[config.mk]
export PLATFORM = sky130hd
export DESIGN_NAME = txd_decode
export DESIGN_NICKNAME = d
export VERILOG_FILES = /design/src/rtl/txd_pkg.sv /design/src/rtl/txd_ctx_if.sv /design/src/rtl/txd_decode.sv /design/src/rtl/txd_irq_delay.sv
export SDC_FILE = /design/constraint.sdc
export NUM_CORES = 1
export LEC_CHECK = 0
export BUFFER_PORTS_ARGS = -buffer_cell sky130_fd_sc_hd__buf_4
export CAP_MARGIN = 20
export CORE_ASPECT_RATIO = 1.4
export CORE_MARGIN = 3
export CORE_UTILIZATION = 45
export CTS_CLUSTER_DIAMETER = 100
export DETAILED_ROUTE_END_ITERATION = 12
export PLACE_DENSITY = 0.89
export RECOVER_POWER = 25
export SETUP_SLACK_MARGIN = 0.4
export SYNTH_ARGS = -nofsm -noshare
export SYNTH_HDL_FRONTEND = slang
export SYNTH_SLANG_ARGS = --single-unit
[constraint.sdc]
create_clock -name clk -period 5.5 [get_ports clk]
set_input_delay 1.1 -clock clk [delete_from_list [all_inputs] [get_ports clk]]
set_output_delay 1.1 -clock clk [all_outputs]
set_load 0.01 [all_outputs]
[src/rtl/txd_pkg.sv]
/*
  Constants for the transmit descriptor decoder: descriptor field positions,
  type codes, command and option bit positions, and decoder state encodings.
  Assumes a 128-bit descriptor presented whole by the fetch engine.
*/
package txd_pkg;

  localparam int DESC_W = 128;
  // Second qword layout: length [15:0], type [23:20], command [31:24],
  // status [35:32], options [47:40], tag [63:48]
  localparam int LEN_LSB = 64;
  localparam int LEN_W = 16;
  localparam int TYPE_LSB = 84;
  localparam int TYPE_W = 4;
  localparam int CMD_LSB = 88;
  localparam int OPT_LSB = 104;
  localparam int TAG_LSB = 112;
  localparam int TAG_W = 16;
  localparam int ADDR_LSB = 0;
  localparam int ADDR_W = 64;
  localparam int EXT_BIT = 93;

  localparam logic [TYPE_W-1:0] TYPE_CONTEXT = 4'h0;
  localparam logic [TYPE_W-1:0] TYPE_DATA = 4'h1;

  // Command byte bit positions, shared by context and data formats
  localparam int CMD_IDE = 7;
  localparam int CMD_SNAP = 6;
  localparam int CMD_VLE = 6;
  localparam int CMD_EXT = 5;
  localparam int CMD_RS = 3;
  localparam int CMD_TSE = 2;
  localparam int CMD_IPV4 = 1;
  localparam int CMD_CRC = 1;
  localparam int CMD_TCP = 0;
  localparam int CMD_LAST = 0;

  localparam int OPT_L4 = 1;
  localparam int OPT_IP = 0;

  localparam logic [3:0] STATUS_DONE = 4'h1;
  localparam logic [3:0] STATUS_NONE = 4'h0;

  localparam int DELAY_W = 16;
  localparam logic [DELAY_W-1:0] DELAY_ZERO = 16'h0000;
  localparam logic [DELAY_W-1:0] DELAY_ONE = 16'h0001;

  typedef enum logic [2:0] {
    TXD_IDLE = 3'b001,
    TXD_FETCH = 3'b010,
    TXD_WBACK = 3'b100
  } txd_state_type;

endpackage

[src/rtl/txd_ctx_if.sv]
/*
  Interface carrying write-back pulses, the delay flag and the delay value from the
  decoder to its interrupt delay unit, and the interrupt pulse back. Assumes one clock domain.
*/
`timescale 1ns/1ps
interface txd_ctx_if;
  logic wb_pulse;
  logic wb_ide;
  logic [15:0] delay_value;
  logic irq_pulse;

  modport decoder (output wb_pulse, output wb_ide, output delay_value, input irq_pulse);
  modport timer (input wb_pulse, input wb_ide, input delay_value, output irq_pulse);
endinterface

[src/rtl/txd_decode.sv]
/*
  Transmit context and extended data descriptor decoder.
  Assumes the fetch engine presents one descriptor at a time with a
  valid/ready handshake, reports data fetch completion, and accepts
  a status write-back request with a valid/ready handshake.
*/
// Behaviour
// - Extended descriptor with type 0 is a context descriptor.
// - Extended descriptor with type 1 is a data descriptor; software sets the flag.
// - Context command byte bits decoded as documented layout.
// - IP bit one means IPv4; L4 bit one means TCP.
// - Without segmentation SNAP is masked in a context; IP and L4 bits load the checksum context.
// - Report plus delay write-back loads countdown; zero raises interrupt if enabled.
// - Every delayed write-back reloads the countdown even while running.
// - Report without delay interrupts at once and clears the countdown.
// - Status write-back is never held for interrupt delay, only bursting.
// - Done flag written after fetch completes, only when report is set.
// - Null address or zero length moves no data yet still reports.
// - SNAP bit marks the segmentation header as holding SNAP to update.
// - Context descriptor replaces segmentation or checksum parameters at once.
// - Data command byte bits decoded as documented layout.
// - VLAN insert forces CRC and tag; otherwise CRC follows append bit.
// - Segmentation bit selects segmentation context; software then requests CRC.
// - VLAN, CRC and tag sampled from first segment or last descriptor.
// - Last descriptor flag closes the packet's descriptor chain.
// - Options byte read from first data descriptor; bits request checksums.
// - Cleared checksum bit leaves software's checksum field untouched.
`timescale 1ns/1ps
module txd_decode
  import txd_pkg::*;
(
  input wire logic clk,
  input wire logic sys_rst,
  input wire logic [txd_pkg::DESC_W-1:0] tx_descriptor,
  input wire logic desc_valid,
  output logic desc_ready,
  output logic fetch_req,
  output logic [63:0] fetch_addr,
  output logic [15:0] fetch_len,
  input wire logic fetch_done,
  output logic wb_valid,
  output logic [3:0] wb_status,
  input wire logic wb_ready,
  input wire logic writeback_burst_enable,
  input wire logic writeback_irq_enable,
  input wire logic [15:0] tx_irq_delay_reg,
  input wire logic [15:0] vlan_ethertype_reg,
  output logic tx_irq,
  output logic irq_delay_running,
  output logic desc_bad,
  output logic seg_active,
  output logic seg_ipv4,
  output logic seg_tcp,
  output logic seg_snap,
  output logic csum_ipv4,
  output logic csum_tcp,
  output logic pkt_start,
  output logic pkt_last,
  output logic pkt_seg,
  output logic vlan_insert_enable,
  output logic crc_append_enable,
  output logic [15:0] vlan_tag,
  output logic [15:0] vlan_ethertype,
  output logic l4_checksum_insert,
  output logic ip_checksum_insert
);
  import txd_pkg::*;

  ////////////////////////////////////////////////////////////////////////////

  txd_state_type state_ff;
  txd_state_type nxt_state;
  txd_ctx_if ctx ();

  function automatic logic cmd_bit(input logic [7:0] cmd, input int pos);
    cmd_bit = cmd[pos];
  endfunction

  wire [7:0] context_command_byte = tx_descriptor[CMD_LSB +: 8];
  wire [7:0] data_command_byte = tx_descriptor[CMD_LSB +: 8];
  wire [7:0] packet_options_byte = tx_descriptor[OPT_LSB +: 8];
  wire [TYPE_W-1:0] descriptor_type_field = tx_descriptor[TYPE_LSB +: TYPE_W];
  wire extended_format_flag = tx_descriptor[EXT_BIT];
  wire [LEN_W-1:0] buffer_length_field = tx_descriptor[LEN_LSB +: LEN_W];
  wire [ADDR_W-1:0] buf_addr = tx_descriptor[ADDR_LSB +: ADDR_W];
  wire [TAG_W-1:0] tag_field = tx_descriptor[TAG_LSB +: TAG_W];

  wire is_ctx = extended_format_flag && descriptor_type_field == TYPE_CONTEXT;
  wire is_data = extended_format_flag && descriptor_type_field == TYPE_DATA;
  wire take = desc_valid && desc_ready;

  // Context fields: with non-core bits masked when segmentation is off
  wire ctx_tse = cmd_bit(context_command_byte, CMD_TSE);
  wire ctx_ide = cmd_bit(context_command_byte, CMD_IDE);
  wire ctx_rs = cmd_bit(context_command_byte, CMD_RS);
  wire ctx_snap = ctx_tse && cmd_bit(context_command_byte, CMD_SNAP);
  wire ctx_ipv4 = ctx_tse && cmd_bit(context_command_byte, CMD_IPV4);
  wire ctx_tcp = ctx_tse && cmd_bit(context_command_byte, CMD_TCP);

  // Data fields
  wire d_ide = cmd_bit(data_command_byte, CMD_IDE);
  wire d_vle = cmd_bit(data_command_byte, CMD_VLE);
  wire d_rs = cmd_bit(data_command_byte, CMD_RS);
  wire d_tse = cmd_bit(data_command_byte, CMD_TSE);
  wire d_crc = cmd_bit(data_command_byte, CMD_CRC);
  wire d_last = cmd_bit(data_command_byte, CMD_LAST);

  wire cur_ide = is_ctx ? ctx_ide : d_ide;
  wire cur_rs = is_ctx ? ctx_rs : d_rs;
  // Zero address or length skips the fetch entirely
  wire no_data = is_ctx || buf_addr == 64'h0 || buffer_length_field == 16'h0;

  ////////////////////////////////////////////////////////////////////////////

  logic rs_ff;
  logic ide_ff;
  logic in_pkt_ff;
  logic seg_first_ff;

  // First data descriptor of a packet opens it; the options byte counts there
  wire first_desc = take && is_data && !in_pkt_ff;
  // Segmenting: sample from first descriptor; otherwise from the last one
  wire sample_l2 = take && is_data &&
                   (d_tse ? (seg_first_ff || !in_pkt_ff) : d_last);

  always_comb begin
    nxt_state = state_ff;
    case (state_ff)
      TXD_IDLE: begin
        if (take && is_data && !no_data) begin
          nxt_state = TXD_FETCH;
        end else if (take && (is_ctx || is_data) && cur_rs) begin
          nxt_state = TXD_WBACK;
        end
      end
      TXD_FETCH: begin
        if (fetch_done) begin
          nxt_state = rs_ff ? TXD_WBACK : TXD_IDLE;
        end
      end
      TXD_WBACK: begin
        if (wb_ready) begin
          nxt_state = TXD_IDLE;
        end
      end
      default: nxt_state = TXD_IDLE;
    endcase
  end

  always_ff @(posedge clk or posedge sys_rst) begin
    if (sys_rst) begin
      state_ff <= TXD_IDLE;
    end else begin
      state_ff <= nxt_state;
    end
  end

  always_ff @(posedge clk or posedge sys_rst) begin
    if (sys_rst) begin
      rs_ff <= 1'b0;
      ide_ff <= 1'b0;
      fetch_addr <= 64'h0;
      fetch_len <= 16'h0;
    end else if (take) begin
      rs_ff <= cur_rs;
      ide_ff <= cur_ide;
      fetch_addr <= buf_addr;
      fetch_len <= buffer_length_field;
    end
  end

  // Context replaced the moment it is taken, no wait on packet end
  always_ff @(posedge clk or posedge sys_rst) begin
    if (sys_rst) begin
      seg_active <= 1'b0;
      seg_ipv4 <= 1'b0;
      seg_tcp <= 1'b0;
      seg_snap <= 1'b0;
      csum_ipv4 <= 1'b0;
      csum_tcp <= 1'b0;
    end else if (take && is_ctx) begin
      if (ctx_tse) begin
        seg_active <= 1'b1;
        seg_ipv4 <= ctx_ipv4;
        seg_tcp <= ctx_tcp;
        seg_snap <= ctx_snap;
      end else begin
        csum_ipv4 <= cmd_bit(context_command_byte, CMD_IPV4);
        csum_tcp <= cmd_bit(context_command_byte, CMD_TCP);
      end
    end
  end

  always_ff @(posedge clk or posedge sys_rst) begin
    if (sys_rst) begin
      in_pkt_ff <= 1'b0;
      seg_first_ff <= 1'b0;
      pkt_start <= 1'b0;
      pkt_last <= 1'b0;
      pkt_seg <= 1'b0;
    end else begin
      pkt_start <= first_desc;
      pkt_last <= take && is_data && d_last;
      if (take && is_ctx && ctx_tse) begin
        seg_first_ff <= 1'b1;
      end else if (take && is_data && d_tse) begin
        seg_first_ff <= 1'b0;
      end
      if (take && is_data) begin
        in_pkt_ff <= !d_last;
        pkt_seg <= d_tse;
      end
    end
  end

  // Options fields outside bits 1:0 are dropped here
  always_ff @(posedge clk or posedge sys_rst) begin
    if (sys_rst) begin
      l4_checksum_insert <= 1'b0;
      ip_checksum_insert <= 1'b0;
      vlan_insert_enable <= 1'b0;
      crc_append_enable <= 1'b0;
      vlan_tag <= 16'h0;
      vlan_ethertype <= 16'h0;
    end else begin
      if (first_desc) begin
        // Clear bits leave the packet's checksum field as software wrote it
        l4_checksum_insert <= packet_options_byte[OPT_L4];
        ip_checksum_insert <= packet_options_byte[OPT_IP];
      end
      if (sample_l2) begin
        vlan_insert_enable <= d_vle;
        crc_append_enable <= d_vle || d_crc;
        vlan_tag <= d_vle ? tag_field : 16'h0;
        vlan_ethertype <= vlan_ethertype_reg;
      end
    end
  end

  ////////////////////////////////////////////////////////////////////////////

  // Descriptors neither context nor data are consumed and flagged
  always_ff @(posedge clk or posedge sys_rst) begin
    if (sys_rst) begin
      desc_bad <= 1'b0;
    end else begin
      desc_bad <= take && !is_ctx && !is_data;
    end
  end

  assign desc_ready = (state_ff == TXD_IDLE);
  assign fetch_req = (state_ff == TXD_FETCH);
  // Write-back waits only on the bus ready and the burst hold, never the timer
  assign wb_valid = (state_ff == TXD_WBACK) && !writeback_burst_enable;
  assign wb_status = (state_ff == TXD_WBACK) ? STATUS_DONE : STATUS_NONE;

  assign ctx.wb_pulse = wb_valid && wb_ready;
  assign ctx.wb_ide = ide_ff;
  assign ctx.delay_value = tx_irq_delay_reg;
  assign tx_irq = ctx.irq_pulse;

  txd_irq_delay u_delay (
    .clk(clk),
    .sys_rst(sys_rst),
    .writeback_irq_enable(writeback_irq_enable),
    .ctx(ctx),
    .delay_running(irq_delay_running)
  );

  ////////////////////////////////////////////////////////////////////////////

  chk_ctx_decode: assert property (@(posedge clk) disable iff (sys_rst)
    take && is_ctx && ctx_tse |=> seg_active && seg_tcp == $past(ctx_tcp)
      && seg_ipv4 == $past(ctx_ipv4)) else $error("context not applied");
  chk_done_only_rs: assert property (@(posedge clk) disable iff (sys_rst)
    wb_valid |-> rs_ff && wb_status == STATUS_DONE) else $error("done without report");
  chk_fetch_then_wb: assert property (@(posedge clk) disable iff (sys_rst)
    fetch_req && fetch_done && rs_ff |=> state_ff == TXD_WBACK)
    else $error("no write-back after fetch");
  chk_null_no_fetch: assert property (@(posedge clk) disable iff (sys_rst)
    take && no_data |=> !fetch_req) else $error("null buffer fetched");
  chk_vlan_crc: assert property (@(posedge clk) disable iff (sys_rst)
    vlan_insert_enable |-> crc_append_enable) else $error("vlan without crc");
  chk_sample_hold: assert property (@(posedge clk) disable iff (sys_rst)
    !sample_l2 |=> $stable(vlan_tag) && $stable(crc_append_enable))
    else $error("l2 fields changed");
  chk_last_closes: assert property (@(posedge clk) disable iff (sys_rst)
    take && is_data && d_last |=> pkt_last && !in_pkt_ff) else $error("packet not closed");
  chk_opts_first: assert property (@(posedge clk) disable iff (sys_rst)
    !first_desc |=> $stable(l4_checksum_insert) && $stable(ip_checksum_insert))
    else $error("options outside first");
  chk_snap_masked: assert property (@(posedge clk) disable iff (sys_rst)
    take && is_ctx && !ctx_tse |=> $stable(seg_snap)) else $error("snap used without seg");

  // Outcomes one cycle after a take; each antecedent is reached by an ordinary descriptor
  chk_data_fetch: assert property (@(posedge clk) disable iff (sys_rst)
    take && is_data && !no_data |=> fetch_req)
    else $error("data buffer not fetched");
  chk_csum_context: assert property (@(posedge clk) disable iff (sys_rst)
    take && is_ctx && !ctx_tse |=> csum_ipv4 == $past(context_command_byte[CMD_IPV4])
      && csum_tcp == $past(context_command_byte[CMD_TCP])) else $error("checksum ctx lost");
  chk_bad_type: assert property (@(posedge clk) disable iff (sys_rst)
    take && !is_ctx && !is_data |=> desc_bad && !fetch_req && !wb_valid)
    else $error("unknown type acted on");
  chk_plain_crc: assert property (@(posedge clk) disable iff (sys_rst)
    sample_l2 && !d_vle |=> crc_append_enable == $past(d_crc) && !vlan_insert_enable)
    else $error("plain frame crc wrong");
  chk_tag_taken: assert property (@(posedge clk) disable iff (sys_rst)
    sample_l2 && d_vle |=> vlan_tag == $past(tag_field) && crc_append_enable)
    else $error("vlan tag not sampled");
endmodule

[src/rtl/txd_irq_delay.sv]
/*
  Transmit interrupt delay countdown. Assumes write-back pulses from the
  decoder and a write-back interrupt enable level from the same clock.
*/
`timescale 1ns/1ps
module txd_irq_delay
  import txd_pkg::*;
(
  input wire logic clk,
  input wire logic sys_rst,
  input wire logic writeback_irq_enable,
  txd_ctx_if.timer ctx,
  output logic delay_running
);
  import txd_pkg::*;

  logic [DELAY_W-1:0] count_ff;
  logic [DELAY_W-1:0] nxt_count;
  logic irq_ff;
  logic nxt_irq;
  wire expire = (count_ff == DELAY_ONE);
  wire immediate = ctx.wb_pulse && !ctx.wb_ide;
  wire reload = ctx.wb_pulse && ctx.wb_ide;

  // Reload wins over a running count so a later descriptor restarts it
  assign nxt_count = reload ? ctx.delay_value :
                     immediate ? DELAY_ZERO :
                     (count_ff != DELAY_ZERO) ? count_ff - DELAY_ONE : DELAY_ZERO;
  // A zero delay value behaves as an immediate interrupt
  assign nxt_irq = writeback_irq_enable &&
                   (immediate || (reload && ctx.delay_value == DELAY_ZERO) ||
                    (!reload && expire));

  always_ff @(posedge clk or posedge sys_rst) begin
    if (sys_rst) begin
      count_ff <= DELAY_ZERO;
      irq_ff <= 1'b0;
    end else begin
      count_ff <= nxt_count;
      irq_ff <= nxt_irq;
    end
  end

  assign ctx.irq_pulse = irq_ff;
  assign delay_running = (count_ff != DELAY_ZERO);

  chk_reload_loads: assert property (@(posedge clk) disable iff (sys_rst)
    reload |=> count_ff == $past(ctx.delay_value)) else $error("delay not reloaded");
  chk_immediate_irq: assert property (@(posedge clk) disable iff (sys_rst)
    immediate && writeback_irq_enable |=> irq_ff && count_ff == DELAY_ZERO)
    else $error("immediate irq missing");
  chk_expire_irq: assert property (@(posedge clk) disable iff (sys_rst)
    expire && !reload && !ctx.wb_pulse && writeback_irq_enable |=> irq_ff)
    else $error("expiry irq missing");
endmodule

==> reports/metrics.cfg <==
[drt]
wl_met2_um=9060
wl_met1_um=5917
drc=0
num_vias=4894
dr.pass1.iters=4
routed_via_density=5.135
wirelength_um=16770
route.top_layer_used=met4
drtIter0Drc=187
ant_nets=0
wl_met3_um=1232
wl_per_cell_um=17.60

[global_route]
grt_pass1_wl_um=27080
grtUsageTotal=0.2240
grt_max_degree=151
grt_pass1_vias=5340
antenna_found_initial=0
overflow=0

[pwr]
power_switching_mw=1.261
p_total_mw=4.064
clkPwrFrac=0.258
leakage_nw=4.283
pwr-share-comb=0.326
p_int_mw=2.802
power.density_mw_per_mm2=451.4
irDropWorstVdd_v=0.0002431
p_sw_frac=0.3103
pwr-share-seq=0.416

[logic_synthesis]
synth_top_cells_by_area=dfrtp_1 60%, mux2_2 19%, nand2_1 3.6%
yosysWarnings=0
synth_cell_types=43
async_flop_share=1.000
ys.flop_type=dfrtp_1
avgSynthCellArea_um2=12.97
synth-edff-count=0
syn_inst=479
yosys.area.top_type=dfrtp_1
yosysTopAreaCellShare=0.6001
ys_ff_latch=150
ys_seq_area_frac=0.6043
syn-cell-area_mm2=0.006213

[finish]
nets=927
stdcell_area_mm2=0.009001
syn2layout_area_growth_pct=44.87
instances_no_fill=953
fillers=981
diodes=0
largest_reg_flops=64
drive_gt1_frac=0.5733
largest_register=fetch_addr

[worst_setup_path]
startpoint_type=flip-flop
arrival_ps=2420
critPathCaptureType=output port
r2r_cells=6
cp_data_required_time_ps=4400
crit_fanout=4
crit_type=flip-flop to output port

[cts]
post_cts_buffers=0
clk_latency_ps=420
cts_root_buf=clkbuf_16
cts_max_path_buffers=2
cts_num_sinks=150
htree_levels=4
cts_resized=0
cts_tree=yes
clk_pin_slew_ps=60
cts_made_buffers=17
ctsHoldBuffers=0

[floorplanning]
initial_core_util=0.4620
core_area_mm2=0.01345
num_rows=50
dieArea_mm2=0.01527
fp.dieW_um=105.3
io_pins=302
die_h_um=145.0

[timing]
relSlewSlack=0.2924
tightest_slew_ps=1061
rsz0062_at_grt=no
period_minus_slack_ps=3515
setup_tns_ps=0
skew_ps=8.604
hold_viol_final=0
whs_ps=470.6
drv_slew=0
setup_viol=0
finalCritPeriodShare=0.6391
max_freq_mhz=284.5

[placement]
place.gp.congestion=0.8254
placedCellCount=921
dpl.hpwl_um=12640
dpl_cell_area_mm2=0.008471
portBuffers=279

[job]
maxCapViolCount=0

[status]
status=completed

[worst_hold_path]
hp-class=flip-flop to flip-flop
hold_depth=1

-- stage by stage --
step                      utilization  setup slack [ps]
after floorplan                     -              2512
after global placement         0.6298              1771
after detailed placement       0.6298              1696
after CTS                      0.6694              1963
after global routing           0.6692              1855
final                          0.6692              1985
-- cell families after synthesis --
family                   count (synthesis)  synth area share
flip-flops                             150            0.6043
AND/OR/NAND/NOR                        136            0.1134
multiplexers                           107            0.1939
adder cells (fa/ha/maj)                  2          0.004027
other                                    1         0.0006035
AO/OA/AOI/OAI                           41           0.04209
buffers and inverters                   29           0.02336
XOR/XNOR                                13           0.01832
-- area by class of cell --
cell class              instances  area (µm²)  area share
flip-flops and latches        150        3755      0.4172
multi-input cells             302        2336      0.2595
repair buffers                282        2130      0.2366
clock buffers                  18       429.2     0.04768
well taps                     182       227.7     0.02530
clock inverters                14       103.9     0.01154
inverters                       5       20.02    0.002224
-- routing by layer --
metal,vias up,track usage
met3,45,0.07477
met5,-,0
met1,2378,0.2390
met4,0,0.09389
li1,2260,-
met2,211,0.3991
-- cell usage after synthesis (all sizes together), types with 4 or more instances --
cell type  count
dfrtp        149
mux2         107
nand2         61
o21ai         33
nor4          27
clkbuf        18
nor2           9
xnor2          9
nor3           7
buf            6
inv            5
nand4          5
or3b           4
xor2           4
-- cell usage in the layout (no fill, tap or decap), types with 3 or more instances in the layout --
| master | netlist | layout |
|---|---|---|
| clkinvlp_4 | 0 | 6 |
| buf_4 | 3 | 280 |
| or3_1 | 3 | 3 |
| o21ai_0 | 23 | 23 |
| conb_1 | 1 | 3 |
| or3b_2 | 4 | 4 |
| mux2_2 | 107 | 107 |
| dfrtp_1 | 149 | 149 |
| nor4_1 | 27 | 27 |
| nand2_1 | 60 | 60 |
| nor3_1 | 7 | 7 |
| nor2_1 | 9 | 9 |
| inv_1 | 5 | 4 |
| o21ai_2 | 10 | 10 |
| clkbuf_16 | 0 | 17 |
| clkinv_2 | 0 | 3 |
| nand4_1 | 5 | 5 |
| xor2_1 | 4 | 4 |
| inv_6 | 0 | 3 |
| and3_1 | 3 | 3 |
| xnor2_1 | 9 | 9 |
-- power by group through the flow --
stage                     clock network (mW)  registers (mW)  logic, mW
final                                   1.05            1.69       1.32
after floorplan                            0            1.81      0.497
after global routing                    1.12            1.74       1.42
after CTS                               1.07            1.69       1.34
after detailed placement                   0            1.70       1.34
after global placement                     0            1.68       1.31
-- worst paths after layout --
kind | end | slack [ps] | from
setup reg to reg | seg_tcp | 2720 | state_ff[0]
hold / removal | seg_active | 470 | seg_active
max in group asynchronous | fetch_len[4] | 3960 | sys_rst
hold reg to reg | seg_active | 470 | seg_active
min in group asynchronous | u_delay.ctx.irq_pulse | 940 | sys_rst
setup / recovery | irq_delay_running | 1980 | u_delay.count_ff[12]
-- worst max-delay path, cell delays in order, from the launching register on --
cell and delay, ps:
dfrtp_1 390, or4_4 560, or3_1 340, or4_4 540
buf_4 160
(Power assumes the default switching activity.)
